**src/css_pkg.sv**
```systemverilog
// Purpose: Constants and types for the configuration scheme select front end.
// Assumes: Single 25 MHz reference clock; strap pins are static around sampling.
// Notes:   Times are given in their own unit and turned into cycle counts here.
//
// Summary of operation
// Strap 000 picks the 32-bit stream port, 101 the 16-bit port, 110 the 8-bit port.
// Strap 111 is JTAG, 001 fast quad flash, 011 normal quad flash, 100 card boot.
// An active JTAG request wins over the strap unless security has disabled JTAG.
// Passive schemes are mastered by the host; active schemes are mastered by us.
// The stream port back-pressures through ready; the host holds words under valid.
// The 8-bit port uses dedicated pins; the 16/32-bit pins are freed in user mode.
// Flash boot starts with three-byte addressing and then moves to four-byte.
// Normal flash mode waits 10 ms before starting; fast mode starts at once.
// In fast mode the board must release the flash from reset no later than us.
// A flash that does not answer its first access ends the attempt as missing.
// PCIe initial load fetches the periphery from flash, trains, then takes the core.
// In user mode a new core image may arrive over the trained link without periphery.
// The strap is sampled once per attempt and the decoded scheme is held throughout.
package css_pkg;

    localparam logic [2:0] CSS_SEL_X32    = 3'h0;
    localparam logic [2:0] CSS_SEL_FAST   = 3'h1;
    localparam logic [2:0] CSS_SEL_NORMAL = 3'h3;
    localparam logic [2:0] CSS_SEL_CARD   = 3'h4;
    localparam logic [2:0] CSS_SEL_X16    = 3'h5;
    localparam logic [2:0] CSS_SEL_X8     = 3'h6;
    localparam logic [2:0] CSS_SEL_JTAG   = 3'h7;

    // Clock rate and timing.
    localparam int CSS_CLK_HZ        = 25_000_000;
    localparam int CSS_WAIT_MS       = 10;
    localparam int CSS_WAIT_CYC      = CSS_CLK_HZ / 1000 * CSS_WAIT_MS;
    localparam int CSS_RESP_TIMEOUT  = 64;

    // Scheme decode result, one-hot.
    typedef enum logic [7:0] {
        CSS_SCH_NONE   = 8'h01,
        CSS_SCH_X32    = 8'h02,
        CSS_SCH_X16    = 8'h04,
        CSS_SCH_X8     = 8'h08,
        CSS_SCH_JTAG   = 8'h10,
        CSS_SCH_FAST   = 8'h20,
        CSS_SCH_NORMAL = 8'h40,
        CSS_SCH_CARD   = 8'h80
    } css_scheme_t;

    // Attempt sequencer, one-hot.
    typedef enum logic [8:0] {
        CSS_ST_IDLE    = 9'h001,
        CSS_ST_WAIT    = 9'h002,
        CSS_ST_PROBE   = 9'h004,
        CSS_ST_FW3     = 9'h008,
        CSS_ST_BODY4   = 9'h010,
        CSS_ST_TRAIN   = 9'h020,
        CSS_ST_STREAM  = 9'h040,
        CSS_ST_USER    = 9'h080,
        CSS_ST_FAIL    = 9'h100
    } css_state_t;

    // Flash side command bundle.
    typedef struct packed {
        logic req;
        logic addr4;
        logic boot_rd;
    } css_flash_cmd_t;

    // Status bundle.
    typedef struct packed {
        logic user_mode;
        logic failed;
        logic mem_missing;
        logic host_master;
        logic gpio_released;
    } css_status_t;

endpackage : css_pkg

```
**src/css_fifo.sv**
```systemverilog
`timescale 1ns/1ps
// Purpose: Small valid/ready FIFO for configuration stream words.
// Assumes: One clock, asynchronous active-low reset.
// Notes:   Ready on the fill side is only high while a slot is free.
module css_fifo #(
    parameter int WIDTH = 32,
    parameter int DEPTH = 8
) (
    input  wire logic             ref_clk,
    input  wire logic             rst_b,
    input  wire logic             in_valid,
    output logic                  in_ready,
    input  wire logic [WIDTH-1:0] in_data,
    output logic                  out_valid,
    input  wire logic             out_ready,
    output logic      [WIDTH-1:0] out_data
);
    localparam int AW = $clog2(DEPTH);

    logic [WIDTH-1:0] mem_q [DEPTH];
    logic [AW-1:0]    wr_q, wr_d, rd_q, rd_d;
    logic [AW:0]      cnt_q, cnt_d;
    logic             push, pop;

    // Pointer and fill count update.
    always_comb begin
        push  = in_valid && (cnt_q != (AW+1)'(DEPTH));
        pop   = out_ready && (cnt_q != '0);
        wr_d  = push ? ((wr_q == AW'(DEPTH - 1)) ? '0 : wr_q + 1'b1) : wr_q;
        rd_d  = pop ? ((rd_q == AW'(DEPTH - 1)) ? '0 : rd_q + 1'b1) : rd_q;
        cnt_d = cnt_q + (AW+1)'(push) - (AW+1)'(pop);
    end

    always_ff @(posedge ref_clk or negedge rst_b) begin
        if (!rst_b) begin
            wr_q  <= '0;
            rd_q  <= '0;
            cnt_q <= '0;
        end else begin
            wr_q  <= wr_d;
            rd_q  <= rd_d;
            cnt_q <= cnt_d;
        end
    end

    // Storage has no reset; words are only read once written.
    always_ff @(posedge ref_clk) begin
        if (push) begin
            mem_q[wr_q] <= in_data;
        end
    end

    assign in_ready  = (cnt_q != (AW+1)'(DEPTH));
    assign out_valid = (cnt_q != '0);
    assign out_data  = mem_q[rd_q];
endmodule : css_fifo

```
**src/css_top.sv**
```systemverilog
`timescale 1ns/1ps
// Purpose: Decode the scheme strap and sequence one configuration attempt.
// Assumes: Strap, JTAG request and flash answers are synchronous to ref_clk.
// Notes:   Stream words are 32 bits; narrower modes use the low lanes.
module css_top #(
    parameter int WAIT_CYC  = css_pkg::CSS_WAIT_CYC,
    parameter int FIFO_DEPTH = 8
) (
    input  wire logic                ref_clk,
    input  wire logic                rst_b,
    input  wire logic [2:0]          scheme_select_strap,
    input  wire logic                reconfig_req,
    input  wire logic                jtag_active,
    input  wire logic                jtag_disabled,
    input  wire logic                flash_ack,
    input  wire logic                fw_loaded,
    input  wire logic                periph_done,
    input  wire logic                pcie_link_up,
    input  wire logic                image_done,
    input  wire logic                core_update_req,
    input  wire logic                stream_cfg_valid,
    input  wire logic [31:0]         stream_cfg_word,
    output logic                     stream_cfg_ready,
    output logic                     word_valid,
    input  wire logic                word_ready,
    output logic [31:0]              word_data,
    output css_pkg::css_scheme_t     scheme,
    output css_pkg::css_flash_cmd_t  flash_cmd,
    output css_pkg::css_status_t     status
);
    import css_pkg::*;

    // One counter serves the power-up wait and the probe timeout, so it must hold the larger.
    localparam int CNT_MAX = (WAIT_CYC > CSS_RESP_TIMEOUT) ? WAIT_CYC : CSS_RESP_TIMEOUT;
    localparam int CW      = $clog2(CNT_MAX + 1) + 1;

    css_state_t     st_q, st_d;
    css_scheme_t    sch_q, sch_d, dec;
    logic [CW-1:0]  cnt_q, cnt_d;
    css_flash_cmd_t fc_q, fc_d;
    css_status_t    stat_q, stat_d;
    logic           rdy_q, rdy_d;
    logic           fin_ready, fout_valid;
    logic [31:0]    fout_data, in_word;
    logic           take;

    // ------------------------------------------------------------
    // Strap decode
    // ------------------------------------------------------------
    // Decode the strap, letting JTAG override.
    always_comb begin
        // strap table
        case (scheme_select_strap)
            CSS_SEL_X32:    dec = CSS_SCH_X32;
            CSS_SEL_X16:    dec = CSS_SCH_X16;
            CSS_SEL_X8:     dec = CSS_SCH_X8;
            CSS_SEL_JTAG:   dec = CSS_SCH_JTAG;
            CSS_SEL_FAST:   dec = CSS_SCH_FAST;
            CSS_SEL_NORMAL: dec = CSS_SCH_NORMAL;
            CSS_SEL_CARD:   dec = CSS_SCH_CARD;
            default:        dec = CSS_SCH_NONE;
        endcase
        // JTAG precedence
        if (jtag_active && !jtag_disabled) begin
            dec = CSS_SCH_JTAG;
        end
    end

    // ------------------------------------------------------------
    // Stream path
    // ------------------------------------------------------------
    // Narrow modes carry their data in the low lanes; upper lanes forced low.
    always_comb begin
        case (sch_q)
            CSS_SCH_X16: in_word = {16'h0000, stream_cfg_word[15:0]};
            CSS_SCH_X8:  in_word = {24'h00_0000, stream_cfg_word[7:0]};
            default:     in_word = stream_cfg_word;
        endcase
    end

    // backpressure via ready
    assign take = (st_q == CSS_ST_STREAM) && rdy_q && stream_cfg_valid;

    css_fifo #(
        .WIDTH (32),
        .DEPTH (FIFO_DEPTH)
    ) u_fifo (
        .ref_clk   (ref_clk),
        .rst_b     (rst_b),
        .in_valid  (take),
        .in_ready  (fin_ready),
        .in_data   (in_word),
        .out_valid (fout_valid),
        .out_ready (word_ready),
        .out_data  (fout_data)
    );

    // ------------------------------------------------------------
    // Attempt sequencer
    // ------------------------------------------------------------
    // Next state for the attempt; all outputs except word_valid and word_data are registered below.
    always_comb begin
        st_d   = st_q;
        sch_d  = sch_q;
        cnt_d  = cnt_q;
        fc_d   = '0;
        stat_d = stat_q;
        case (st_q)
            CSS_ST_IDLE: begin
                // sample strap once
                sch_d  = dec;
                stat_d = '0;
                cnt_d  = '0;
                // who masters the link
                stat_d.host_master = (dec == CSS_SCH_X32) || (dec == CSS_SCH_X16)
                                   || (dec == CSS_SCH_X8) || (dec == CSS_SCH_JTAG);
                // wait only in normal mode
                if (dec == CSS_SCH_NORMAL) begin
                    st_d = CSS_ST_WAIT;
                end else if (dec == CSS_SCH_FAST || dec == CSS_SCH_CARD) begin
                    st_d = CSS_ST_PROBE;
                end else if (dec != CSS_SCH_NONE) begin
                    st_d = CSS_ST_STREAM;
                end else begin
                    st_d = CSS_ST_FAIL;
                end
            end
            CSS_ST_WAIT: begin
                // 10 ms delay
                cnt_d = cnt_q + 1'b1;
                if (cnt_q == CW'(WAIT_CYC - 1)) begin
                    cnt_d = '0;
                    st_d  = CSS_ST_PROBE;
                end
            end
            CSS_ST_PROBE: begin
                // fast mode relies on flash already out of reset
                fc_d.req     = 1'b1;
                fc_d.boot_rd = 1'b1;
                cnt_d        = cnt_q + 1'b1;
                if (flash_ack) begin
                    st_d  = CSS_ST_FW3;
                    cnt_d = '0;
                end else if (cnt_q == CW'(CSS_RESP_TIMEOUT - 1)) begin
                    // missing memory
                    stat_d.mem_missing = 1'b1;
                    st_d               = CSS_ST_FAIL;
                end
            end
            CSS_ST_FW3: begin
                // three-byte firmware read
                fc_d.req     = 1'b1;
                fc_d.boot_rd = 1'b1;
                if (fw_loaded) begin
                    st_d = CSS_ST_BODY4;
                end
            end
            CSS_ST_BODY4: begin
                // four-byte addressing
                fc_d.req   = 1'b1;
                fc_d.addr4 = 1'b1;
                // periphery from flash first
                if (periph_done && sch_q != CSS_SCH_CARD) begin
                    st_d = CSS_ST_TRAIN;
                end else if (image_done) begin
                    st_d = CSS_ST_USER;
                end
            end
            CSS_ST_TRAIN: begin
                // train then take core over PCIe
                if (pcie_link_up) begin
                    st_d               = CSS_ST_STREAM;
                    stat_d.host_master = 1'b1;
                end
            end
            CSS_ST_STREAM: begin
                if (image_done) begin
                    st_d = CSS_ST_USER;
                end
            end
            CSS_ST_USER: begin
                stat_d.user_mode   = 1'b1;
                // free shared pins for 16/32-bit modes
                stat_d.gpio_released = (sch_q == CSS_SCH_X16) || (sch_q == CSS_SCH_X32);
                // core update over live link
                if (core_update_req && pcie_link_up) begin
                    st_d             = CSS_ST_STREAM;
                    stat_d.user_mode = 1'b0;
                end else if (reconfig_req) begin
                    st_d = CSS_ST_IDLE;
                end
            end
            CSS_ST_FAIL: begin
                stat_d.failed = 1'b1;
                if (reconfig_req) begin
                    st_d = CSS_ST_IDLE;
                end
            end
            default: st_d = CSS_ST_IDLE;
        endcase
        // ready only in stream phase with room, registered
        rdy_d = (st_d == CSS_ST_STREAM) && fin_ready && !(take && rdy_q);
    end

    // Register the sequencer and every top-level output except word_valid and word_data, which come from the FIFO.
    always_ff @(posedge ref_clk or negedge rst_b) begin
        if (!rst_b) begin
            st_q   <= CSS_ST_IDLE;
            sch_q  <= CSS_SCH_NONE;
            cnt_q  <= '0;
            fc_q   <= '0;
            stat_q <= '0;
            rdy_q  <= 1'b0;
        end else begin
            st_q   <= st_d;
            sch_q  <= sch_d;
            cnt_q  <= cnt_d;
            fc_q   <= fc_d;
            stat_q <= stat_d;
            rdy_q  <= rdy_d;
        end
    end

    assign stream_cfg_ready = rdy_q;
    assign scheme           = sch_q;
    assign flash_cmd        = fc_q;
    assign status           = stat_q;
    assign word_valid       = fout_valid;
    assign word_data        = fout_data;
endmodule : css_top

```
**config.mk**
```make
export PLATFORM = sky130hd
export DESIGN_NAME = css_top
export DESIGN_NICKNAME = d
export VERILOG_FILES = /design/src/css_pkg.sv /design/src/css_fifo.sv /design/src/css_top.sv
export SDC_FILE = /design/constraint.sdc
export NUM_CORES = 1
export LEC_CHECK = 0
export BUFFER_PORTS_ARGS = -buffer_cell sky130_fd_sc_hd__buf_2
export CELL_PAD_IN_SITES_DETAIL_PLACEMENT = 1
export CELL_PAD_IN_SITES_GLOBAL_PLACEMENT = 1
export CORE_MARGIN = 2
export CORE_UTILIZATION = 46
export CTS_CLUSTER_SIZE = 16
export DETAILED_ROUTE_END_ITERATION = 10
export PLACE_DENSITY_LB_ADDON = 0.1
export SLEW_MARGIN = 20
export SYNTH_ARGS = -nofsm -noshare
export SYNTH_HDL_FRONTEND = slang
export SYNTH_SLANG_ARGS = --single-unit
```
**constraint.sdc**
```tcl
create_clock -name ref_clk -period 4.15 [get_ports ref_clk]
set_input_delay 0 -clock ref_clk [delete_from_list [all_inputs] [get_ports ref_clk]]
set_output_delay 0 -clock ref_clk [all_outputs]
set_load 0.03 [all_outputs]
```
; ---- Yosys cells after proc, flatten, opt, wreduce, memory -nomap -nowiden
; Memory sizes are Yosys's and may differ from the RTL's.
; Index checks and enable logic that the tools add are counted.
[op_classes]
n_addsub = 5
eq_ne = 36
n_mux = 35
reduce_logical = 28
[ops]
columns = op, count
row1 = 9-bit two-way mux, 12
row2 = 9-bit case mux with 9 select lines, 1
row3 = 32-bit case mux with 2 select lines, 1
row4 = 19-bit case mux with 3 select lines, 1
row5 = 8-bit case mux with 7 select lines, 1
row6 = 19-bit two-way mux, 2
row7 = "19-bit by 1-bit adder with 19-bit output, second input constant", 1
row8 = "19-bit by 18-bit equality test with 1-bit output, second input constant", 1
row9 = "19-bit by 6-bit equality test with 1-bit output, second input constant", 1
row10 = "3-bit equality test, second input constant", 6
row11 = "9-bit by 7-bit equality test with 1-bit output, second input constant", 2
row12 = "8-bit by 2-bit equality test with 1-bit output, second input constant", 2
row13 = "8-bit by 3-bit equality test with 1-bit output, second input constant", 2
row14 = "8-bit by 4-bit equality test with 1-bit output, second input constant", 2
row15 = 1-bit logical AND, 10
row16 = 1-bit case mux with 2 select lines, 5
row17 = "9-bit by 1-bit equality test with 1-bit output, second input constant", 1
row18 = "9-bit by 2-bit equality test with 1-bit output, second input constant", 1
row19 = "9-bit by 3-bit equality test with 1-bit output, second input constant", 1
row20 = "9-bit by 4-bit equality test with 1-bit output, second input constant", 1
row21 = "9-bit by 5-bit equality test with 1-bit output, second input constant", 1
row22 = "9-bit by 6-bit equality test with 1-bit output, second input constant", 1
row23 = "9-bit by 8-bit equality test with 1-bit output, second input constant", 1
row24 = "9-bit equality test, second input constant", 1
row25 = other kinds (26), 46
[word_totals]
regBits = 55
ram_bits = 256
inputBits = 48
output_inout_bits = 50
elab_cells = 120
n_memories = 1
[memory_table]
columns = name, depth, width, read_ports, rd_clocked_by_memory_dff, wr, line
row1 = u_fifo.mem_q, 8, 32, 1, 0, 1, css_fifo.sv:20  ; logic [WIDTH-1:0] mem_q [DEPTH];

; ---- Depth between registers and ports, before layout
; Gate-level depths: netlist of the first run.
[logic_depth]
ltp_word = 11
mapped_depth = 11
ltp_nobuf = 11

; ---- Hierarchy
; From an unflattened synthesis of the first run, not the netlist that was laid out.
[hier_totals]
hier_cells = 756
area_unflattened_um2 = 13135.1
[by_module_without_submodules]
columns = module, instances, cells_each, area_each_um2, seq_area_each_um2
row1 = css_fifo, 1, 426, 10224.8, 7937.6
row2 = css_top, 1, 330, 2910.3, 1128.6

; ---- Worst setup path after synthesis of the first run
; OpenSTA, ideal clock, no wires.
[synth_timing]
path_kind = reg-to-reg
start = reg st_q[0]
end = mem u_fifo.mem_q[0][0], enable pin
setup_ns = 0.461
arrival_ns = 4.009
slack_ns = -0.320
path_stages_with_launch = 7
path_buffers = 1
synth_period_minus_slack_ns = 4.470
cell_sequence = dfstp_2 > clkbuf_1 > nor4_1 > and4b_1 > nand4_1 > or2_2 > nor3_1
[synth_between]
elab_chain_cells = 6
[synth_rtl]
columns = element, line
row1 = "start, declared", css_top.sv:37  ; css_state_t st_q, st_d;
row2 = "start signal, assigned", css_top.sv:215  ; st_q <= st_d;
row3 = 9-bit by 7-bit equality test with 1-bit output, css_top.sv:82  ; assign take = (st_q == CSS_ST_STREAM) && rdy_q && stream_cfg_valid;
row4 = 1-bit logical AND (2 in series), css_top.sv:82
row5 = 1-bit logical AND, css_fifo.sv:27  ; push = in_valid && (cnt_q != (AW+1)'(DEPTH));
row6 = 1-bit two-way mux, css_fifo.sv:48  ; if (push) begin
row7 = 1-bit two-way mux (implied by the code), css_fifo.sv:49  ; mem_q[wr_q] <= in_data;
row8 = "end, declared", css_fifo.sv:20
; Every way passes these cells.

; ---- Worst setup path in the final report of the first run
[layout_timing]
start = reg st_q[3]
end = reg st_q[8]
[layout_between]
elab_chain_cells = 2
word_cells_on_any_way = 10
cone_classes = 9 x eq/ne / 1 x mux
[layout_rtl]
columns = element, line
row1 = "9-bit equality test, or another cell as far along", css_top.sv:108  ; case (st_q)
row2 = 9-bit case mux with 9 select lines *, css_top.sv:108
row3 = via st_d[8], css_top.sv:37
; The timed path passes the listed nets; every way through them passes the cells marked *.
; A chain may end at the register's enable or synchronous reset.

==> flow_metrics.py, run 1 <==
metrics = {
    "run_status": {
        "status": "finished, final reports clean",
    },
    "die": {
        "rows": 61,
        "die_x_um": 171,
        "dieArea_mm2": 0.0292,
        "core-area_mm2": 0.0276,
        "die_h_um": 171,
        "start_util_pct": 46.3,
        "io_pins": 98,
    },
    "sta": {
        "setup_tns_ns": 0,
        "skew_ns": 0.0199,
        "fin_crit_ns": 3.51,
        "max_freq_mhz": 285,
        "layout_setup_ws_ns": 0.639,
        "setup_viol": 0,
        "finalMaxSlewViolations": 0,
        "tightestPinTransition_ns": 1.01,
        "finalHoldViolations": 0,
        "period_share_pct": 84.6,
        "maxSlewHeadroom_pct": 32.9,
        "rsz0062_at_grt": "false",
    },
    "route": {
        "first_pass_iters": 4,
        "vias": 7249,
        "drc": 0,
        "routedWlPerCell_um": 21.8,
        "ant_nets": 0,
        "routed_wl_um": 28600,
        "avgViaCountPerCell": 5.53,
        "drt_iter0_drc": 414,
    },
    "global_routing": {
        "met2_usage_pct": 35.5,
        "grtUsageTotal_pct": 20.4,
        "antenna_found_initial": 1,
        "grtUsageMet1_pct": 26.7,
        "grt_pass1_vias": 7878,
        "overflow": 0,
        "grt_max_degree": 35,
        "grtUsageMet3_pct": 3.08,
        "grt.busiest_layer": "met2",
        "grt_pass1_wl_um": 44900,
    },
    "synth": {
        "synth-compound-area-share_pct": 4.34,
        "synth_edf_count": 256,
        "synth_nets": 797,
        "yosysTopAreaCell": "edfxtp_1",
        "seq_area_frac_synth_pct": 70.8,
        "synth_mux_area_share_pct": 14.4,
        "ys.flop_type": "edfxtp_1",
        "synth.top_cell.area_share_pct": 60.0,
        "synth_top_family_by_area": "multiplexers",
        "syn_inst": 737,
        "yosys.area_share.adder_pct": 1.23,
        "synth.top_cells.by_area": "edfxtp_1, mux4_2, dfrtp_1",
        "yosys.area_share.simple_pct": 7.08,
        "synth.avg_cell_area_um2": 17.4,
        "syn-cell-area_mm2": 0.0128,
        "ys.warnings.count": 0,
        "synth_cell_type_count": 57,
        "synth-seq-cells": 311,
        "async_flop_share_pct": 17.7,
        "synth_xor_area_share_pct": 0.616,
    },
    "clocking": {
        "cts.path.max_buffers": 3,
        "cts_tree": "built",
        "clk_latency_ns": 0.52,
        "post_cts_buffers": 0,
        "clock_sinks": 311,
        "cts-buffers-inserted": 35,
        "cts.htree.levels": 2,
        "cts-root-buf": "clkbuf_16",
        "cts_resized": 0,
        "clk_pin_slew_worst_paths_ns": 0.06,
    },
    "final_layout": {
        "syn2layout_area_growth_pct": 21.1,
        "fin_util_pct": 56.1,
        "layout_commonest_cell": "edfxtp_1",
        "seq_area_mm2": 0.00907,
        "antennaDiodeCount": 0,
        "fill_cells": 2581,
        "final_cell_count_no_fill": 1311,
        "drive_gt1_share_pct": 31.3,
        "fin_area_mm2": 0.0155,
        "layout_common_cells": "edfxtp_1, buf_2, mux4_2",
        "multi_input_area_mm2": 0.00363,
        "final_nets": 967,
    },
    "worst_setup_path": {
        "worstSetupPathType": "flop to flop",
        "critPathSlowestCell": "or4b_1",
        "crit_family": "simple AND/OR/NAND/NOR gates",
        "crit_fanout": 24,
        "required_ns": 4.59,
        "crit_path_frequent_cell": "or4_4",
        "crit_buf_inv": 1,
        "rr_startpoint": "st_q[3]",
        "crit_path_end_kind": "flop",
        "critPathMaxStageDelay_ns": 0.85,
        "arrival_ns": 3.95,
        "crit_start": "st_q[3]",
        "start_kind": "flop",
        "path_cells": "or4_4 > or2_1 > or4b_1 > or4_4 > o211ai_2 > dlygate4sd3_1",
        "cp_num_cells": 6,
        "ff2ff_path_depth": 6,
    },
    "power": {
        "sw_frac_of_total_pct": 32.5,
        "peakVddDrop_mv": 0.302,
        "power_per_cell_area_mw_per_mm2": 641,
        "p_switching_uw": 3230,
        "leakage_uw": 0.00560,
        "comb_power_share_pct": 29.7,
        "internal_power_uw": 6710,
        "clockPowerShare_pct": 30.3,
        "p_seq_share_pct": 40.0,
    },
    "worst_hold_path": {
        "min_path_type": "input port to flop",
        "holdCritStartpoint": "stream_cfg_word[28]",
        "hold_depth": 2,
    },
    "placed_design": {
        "place_hpwl_um": 18200,
        "dp_cells": 1202,
        "place_ws_ns": 0.875,
        "dpl-instance-area_mm2": 0.0139,
        "routabilityCongestion": 0.856,
        "io_buffers": 97,
    },
    "job": {
        "drv_cap": 0,
    },
}
==> flip-flops by register name, indices dropped and copies added (netlist names) <==
register,cells
cnt_q,19
stream_cfg_ready,1
u_fifo.wr_q,3
status,5
scheme,8
u_fifo.mem_q,256
u_fifo.rd_q,3
u_fifo.cnt_q,4
flash_cmd,3
st_q,9
==> cells in the mapped netlist, drive strengths merged (3+ instances only) <==
cell type,number
edfxtp,256
mux4,64
dfrtp,53
nand2,45
mux2,34
o21ai,29
nor2b,25
nor2,24
clkbuf,20
inv,20
a21oi,18
ha,11
buf,10
nand3,10
o31ai,10
nand2b,9
nor3,9
nor4,9
a22o,7
xnor2,7
nand4,6
a21o,5
nand4b,5
o211ai,5
or2,5
or4,4
and2,3
and3,3
o41ai,3
==> repair_timing <==
item                                   CTS  global route
hold buffers                            46             0
setup endpoints to repair                0             0
endpoints found under the hold margin  268             0
==> path summary, 6_finish.rpt <==
| check | slack (ns) | endpoint |
|---|---|---|
| setup / recovery | 0.64 | st_q[8] |
| hold / removal | 0.01 | u_fifo.mem_q[1][28] |
| max in group asynchronous | 3.23 | u_fifo.rd_q[0] |
| hold reg to reg | 0.48 | status[3] |
| min in group asynchronous | 0.03 | scheme[6] |
| setup reg to reg | 0.64 | st_q[8] |
==> layout make-up <==
cell class | count | area share, %
clock buffer | 39 | 5.94
clock inverter | 24 | 1.34
inverter | 20 | 0.484
multi-input combinational | 376 | 23.4
sequential | 311 | 58.5
tap | 378 | 3.05
timing repair buffer | 163 | 7.31
==> power groups by stage <==
stage / combinational [uW] / clock, uW / sequential [uW]
2_1_floorplan: 2260 / 0 / 3860
3_3_place_gp: 2890 / 0 / 4030
3_5_place_dp: 2940 / 0 / 4050
4_1_cts: 3000 / 3090 / 3990
5_1_grt: 3190 / 3190 / 4020
6_report: 2950 / 3010 / 3980
==> logic make-up after synthesis <==
group	Yosys count
AO/OA/AOI/OAI	87
multiplexers	100
adder cells (fa/ha/maj)	12
flip-flops	311
XOR/XNOR	9
AND/OR/NAND/NOR	168
buffers and inverters	50
==> through the flow <==
stage,power (uW),hold slack [ns]
floorplan,6130,-0.296
global placement,6920,0.0368
detailed placement,6990,0.0451
CTS,10100,0.00143
global route,10400,0.0154
finish,9940,0.0128
==> routing by layer <==
layer | part of all wire (%) | vias up
met2 | 51 | 140
met3 | 3.6 | 53
met5 | 0.045 | -
met1 | 43 | 3792
met4 | 2.1 | 2
li1 | - | 3262
Note: power is estimated with default switching activity, not from simulation.
==> inputs of run 2 (changes only) <==
- clock period: 4.15 -> 2.9 ns (I/O delays scaled with it)
==> flow_metrics.py, run 2 (synthesized netlist as in run 1, its figures left out) <==
metrics = {
    "placed_design": {
        "dpl-instance-area_mm2": 0.0141,
        "routabilityCongestion": 0.863,
        "place_hpwl_um": 18400,
        "io_buffers": 97,
    },
    "clocking": {
        "cts.path.max_buffers": 3,
        "clk_pin_slew_worst_paths_ns": 0.06,
        "cts_tree": "built",
        "cts-root-buf": "clkbuf_16",
        "cts.htree.levels": 2,
        "clock_sinks": 311,
        "clk_latency_ns": 0.51,
        "post_cts_buffers": 0,
        "cts-buffers-inserted": 34,
    },
    "worst_setup_path": {
        "crit_fanout": 23,
        "r2r-end": "stream_cfg_ready",
        "endpoint": "stream_cfg_ready",
        "required_ns": 3.28,
        "r2r_slack_ns": 0.13,
        "rr_startpoint": "st_q[3]",
        "arrival_ns": 3.15,
        "worstSetupPathType": "flop to flop",
        "crit_start": "st_q[3]",
        "crit_path_end_kind": "flop",
        "start_kind": "flop",
        "ff2ff_path_depth": 7,
    },
    "sta": {
        "period_share_pct": 95.5,
        "fin_crit_ns": 2.77,
        "maxSlewHeadroom_pct": 56.2,
        "skew_ns": 0.0126,
        "setup_tns_ns": 0,
        "rsz0062_at_grt": "false",
        "max_freq_mhz": 361,
        "finalMaxSlewViolations": 0,
        "finalHoldViolations": 0,
        "tightestPinTransition_ns": 0.655,
        "setup_viol": 0,
    },
    "final_layout": {
        "top_regs": "u_fifo.mem_q: 256 flops, cnt_q: 19 flops, st_q: 9 flops",
        "fill_cells": 2577,
        "fin_area_mm2": 0.0157,
        "layout_commonest_cell": "edfxtp_1",
        "drive_gt1_share_pct": 32.0,
        "seq_area_mm2": 0.00907,
        "multi_input_area_mm2": 0.00364,
        "top_register": "u_fifo.mem_q",
        "final_nets": 972,
        "fin_util_pct": 56.8,
        "syn2layout_area_growth_pct": 22.5,
        "layout_common_cells": "edfxtp_1, buf_2, mux4_2",
        "largest_reg_flops": 256,
    },
    "job": {
        "drv_cap": 0,
    },
    "power": {
        "leakage_uw": 0.00565,
        "power_per_cell_area_mw_per_mm2": 916,
        "peakVddDrop_mv": 0.382,
        "finalPower_uw": 14400,
    },
    "die": {
        "die_h_um": 171,
        "dieArea_mm2": 0.0292,
        "core-area_mm2": 0.0276,
        "io_pins": 98,
        "rows": 61,
        "start_util_pct": 46.3,
        "die_x_um": 171,
    },
    "global_routing": {
        "grtUsageTotal_pct": 21.1,
        "grt_pass1_wl_um": 46600,
        "antenna_found_initial": 1,
        "grt_pass1_vias": 8166,
        "grt_max_degree": 46,
        "overflow": 0,
    },
    "route": {
        "routedWlPerCell_um": 22.5,
        "drc": 0,
        "vias": 7270,
        "routed_wl_um": 29600,
        "avgViaCountPerCell": 5.52,
        "drt_iter0_drc": 366,
        "first_pass_iters": 4,
        "ant_nets": 0,
    },
    "run_status": {
        "status": "finished, final reports clean",
    },
    "worst_hold_path": {
        "hold_depth": 2,
        "min_path_type": "input port to flop",
    },
}
==> run 2: final cells by class <==
class / count / area share, %
diodes: 1 / 0.0160
clock inverters: 20 / 1.42
well taps: 378 / 3.02
inverters: 20 / 0.479
repair buffers: 169 / 8.12
flip-flops and latches: 311 / 57.9
multi-input cells: 376 / 23.2
clock buffers: 41 / 5.86
==> run 2: power by group <==
part           switching, uW  internal [uW]
Clock                   1730           2630
Combinational           2570           1900
Sequential               336           5210
Total                   4630           9740
==> run 2: worst min-delay path by stage <==
stage / from / end / slack [ns]
CTS: stream_cfg_word[24] / u_fifo.mem_q[4][24] / 0.001
finish: stream_cfg_word[24] / u_fifo.mem_q[2][24] / 0.02
detailed placement: rst_b / scheme[6] / 0.06
floorplan: rst_b / cnt_q[0] / -0.30
global placement: rst_b / status[4] / 0.05
global route: stream_cfg_word[24] / u_fifo.mem_q[2][24] / 0.02
==> run 2: stage by stage <==
| stage | hold WS (ns) | cells | setup WS [ns] |
|---|---|---|---|
| detailed placement | 0.0593 | 1210 | 0.134 |
| finish | 0.0224 | 1316 | 0.131 |
| CTS | 0.00150 | 1315 | 0.0992 |
| floorplan | -0.296 | 737 | 0.0375 |
| global route | 0.0238 | 1315 | 0.0336 |
| global placement | 0.0530 | 1210 | 0.325 |
==> run 2: worst max-delay path, cell delays in order, from the launching register on <==
cell	delay [ns]
dfrtp_1	0.46
or4_4	0.59
or2_1	0.24
or4b_1	0.53
buf_4	0.24
a21oi_1	0.15
a221o_1	0.16
nor4b_1	0.28
==> run 2: timing repair <==
action	CTS	global route
hold endpoints to repair	275	0
resized for setup	0	1
hold buffers	44	0
endpoints found under the setup margin	0	47
==> run 2: layer usage <==
layer | routed length (um) | share of wire (%) | vias up | global-route usage [%]
li1 | - | - | 3259 | -
met1 | 12300 | 41 | 3791 | 27.3
met2 | 15600 | 53 | 167 | 37.2
met3 | 1260 | 4.3 | 51 | 3.72
met4 | 492 | 1.7 | 2 | 5.20
met5 | 13 | 0.044 | - | 0
==> inputs of run 3 (changes only) <==
- ABC_AREA: not set -> 1
- CORE_MARGIN: 2 -> not set
- CORE_UTILIZATION: 46 -> 43
==> flow_metrics.py, run 3 <==
metrics = {
    "job": {
        "drv_cap": 0,
    },
    "worst_setup_path": {
        "required_ns": 2.90,
        "arrival_ns": 2.53,
        "worstSetupPathType": "flop to primary output",
        "crit_fanout": 130,
        "crit_path_end_kind": "primary output",
        "ff2ff_path_depth": 10,
        "start_kind": "flop",
    },
    "route": {
        "ant_nets": 0,
        "drt_iter0_drc": 485,
        "avgViaCountPerCell": 5.33,
        "routed_wl_um": 35300,
        "drc": 3,
        "first_pass_iters": 7,
        "routedWlPerCell_um": 19.3,
        "vias": 9750,
    },
    "final_layout": {
        "drive_gt1_share_pct": 16.8,
        "fill_cells": 3318,
        "antennaDiodeCount": 0,
        "final_nets": 1467,
        "top_regs": "u_fifo.mem_q: 256 flops, cnt_q: 19 flops, st_q: 9 flops",
        "largest_reg_flops": 256,
        "seq_area_mm2": 0.00907,
        "layout_commonest_cell": "nor2_1",
        "multi_input_area_mm2": 0.00391,
        "layout_common_cells": "nor2_1, edfxtp_1, o21ai_0",
        "top_register": "u_fifo.mem_q",
        "syn2layout_area_growth_pct": 20.4,
    },
    "clocking": {
        "clk_latency_ns": 0.52,
        "cts.path.max_buffers": 3,
        "post_cts_buffers": 0,
        "cts-buffers-inserted": 35,
        "clk_pin_slew_worst_paths_ns": 0.06,
        "postCtsHoldBufs": 51,
        "clock_sinks": 311,
        "cts_tree": "built",
        "cts-root-buf": "clkbuf_16",
        "cts_resized": 0,
        "cts.htree.levels": 2,
    },
    "synth": {
        "synth.avg_cell_area_um2": 10.8,
        "ys.flop_type": "edfxtp_1",
        "yosysTopAreaCell": "edfxtp_1",
        "seq_area_frac_synth_pct": 66.9,
        "yosysMostFrequentCell": "nor2_1",
        "synth_edf_count": 256,
        "ys.warnings.count": 0,
        "synth-seq-cells": 311,
        "synth_cell_type_count": 48,
        "synth.top_cell.area_share_pct": 56.7,
        "ys_top_cells_by_count": "nor2_1, edfxtp_1, o21ai_0",
        "synth.top_cells.by_area": "edfxtp_1, dfrtp_1, nor2_1",
        "syn_inst": 1252,
        "syn-cell-area_mm2": 0.0136,
        "async_flop_share_pct": 17.7,
        "synth_nets": 1312,
    },
    "die": {
        "dieArea_mm2": 0.0322,
        "io_pins": 98,
        "core-area_mm2": 0.0308,
        "start_util_pct": 44.0,
        "die_x_um": 180,
        "die_h_um": 180,
        "rows": 64,
    },
    "sta": {
        "skew_ns": 0.0198,
        "finalHoldViolations": 0,
        "tightestPinTransition_ns": 0.731,
        "setup_viol": 0,
        "rsz0062_at_grt": "false",
        "period_share_pct": 87.2,
        "layout_setup_ws_ns": 0.370,
        "fin_crit_ns": 2.53,
        "maxSlewHeadroom_pct": 51.3,
        "setup_tns_ns": 0,
        "max_freq_mhz": 395,
        "finalMaxSlewViolations": 0,
    },
    "global_routing": {
        "grt_max_degree": 131,
        "grtUsageTotal_pct": 22.5,
        "grt_pass1_wl_um": 57200,
        "overflow": 0,
        "antenna_found_initial": 0,
        "grt_pass1_vias": 10598,
    },
    "placed_design": {
        "io_buffers": 97,
        "place_hpwl_um": 21400,
        "place_ws_ns": 0.632,
        "routabilityCongestion": 0.894,
    },
    "power": {
        "peakVddDrop_mv": 0.591,
        "leakage_uw": 0.00619,
        "power_per_cell_area_mw_per_mm2": 949,
    },
    "run_status": {
        "violations": "design-rule violations",
        "status": "finished, violations left",
    },
    "worst_hold_path": {
        "min_path_type": "input port to flop",
        "hold_depth": 6,
    },
}
## run 3: cell types whose count changed in the layout (fill, tap and decap cells not counted), moves of 12 or more
cell and delta:
a31oi_1 +32, inv_1 +60, inv_2 +12, mux2_2 -34, mux4_2 -64, nand2_1 +53, nand3_1 +37, nand4_1 +13
nor2_1 +283, nor2b_1 -25, o21ai_0 +117, o22ai_1 +32
## run 3: routing by layer
| metal | part of all wire (%) | routed length (um) | GRT usage, % |
|---|---|---|---|
| met5 | 0 | 0 | 0 |
| met4 | 1.6 | 570 | 5.31 |
| met3 | 3.4 | 1210 | 3.57 |
| met2 | 51 | 17900 | 40.0 |
| met1 | 44 | 15700 | 28.6 |
## run 3: worst paths after layout
check                               startpoint                   to  slack (ns)
worst max-delay path            u_fifo.rd_q[0]        word_data[22]        0.37
worst min-delay path               periph_done              st_q[7]        0.03
worst max register to register         st_q[7]  u_fifo.mem_q[3][15]        0.66
worst min register to register       status[3]            status[3]        0.49
max in group asynchronous                rst_b             cnt_q[4]        2.09
min in group asynchronous                rst_b            scheme[4]        0.09
## run 3: layout make-up
cell class / count / area share (%)
Sequential cell: 311 / 55.6
Multi-Input combinational cell: 787 / 23.9
Timing Repair Buffer: 173 / 8.10
Clock buffer: 42 / 5.72
Tap cell: 396 / 3.04
Inverter: 99 / 2.35
Clock inverter: 22 / 1.27
## run 3: worst max-delay path, cell delays in order, from the launching register on
cell and delay (ns):
dfrtp_4 0.43, buf_12 0.48, o21ai_0 0.22, o22ai_1 0.20, nor2_1 0.06, a31oi_1 0.32
buf_2 0.28
## run 3: cells by family (layout without fill, tap and decap cells)
| kind of cell | Yosys count | in the layout | synth area share, % |
|---|---|---|---|
| AO/OA/AOI/OAI | 242 | 242 | 9.95 |
| XOR/XNOR | 9 | 9 | 0.582 |
| adder cells (fa/ha/maj) | 12 | 12 | 1.16 |
| buffers and inverters | 154 | 336 | 4.67 |
| flip-flops | 311 | 311 | 66.9 |
| AND/OR/NAND/NOR | 524 | 524 | 16.7 |
## run 3: metrics by stage
stage / instance area (um^2) / util (%) / hold slack (ns) / power [uW] / instances
after CTS: 16300 / 52.9 / 0.00317 / 15700 / 1830
after global routing: 16300 / 52.9 / 0.0714 / 16400 / 1830
after global placement: 14700 / 47.6 / 0.107 / 11100 / 1715
after detailed placement: 14700 / 47.6 / 0.103 / 11200 / 1715
final: 16300 / 52.9 / 0.0323 / 15500 / 1830
after floorplan: 13600 / - / -0.296 / 9350 / 1252
## run 3: power by group
group | internal, uW | leakage [uW] | total [uW] | switching [uW]
clock network | 2580 | 0.000559 | 4370 | 1790
registers | 5230 | 0.00303 | 5390 | 165
logic | 1640 | 0.00260 | 5730 | 4090
total | 9450 | 0.00619 | 15500 | 6040
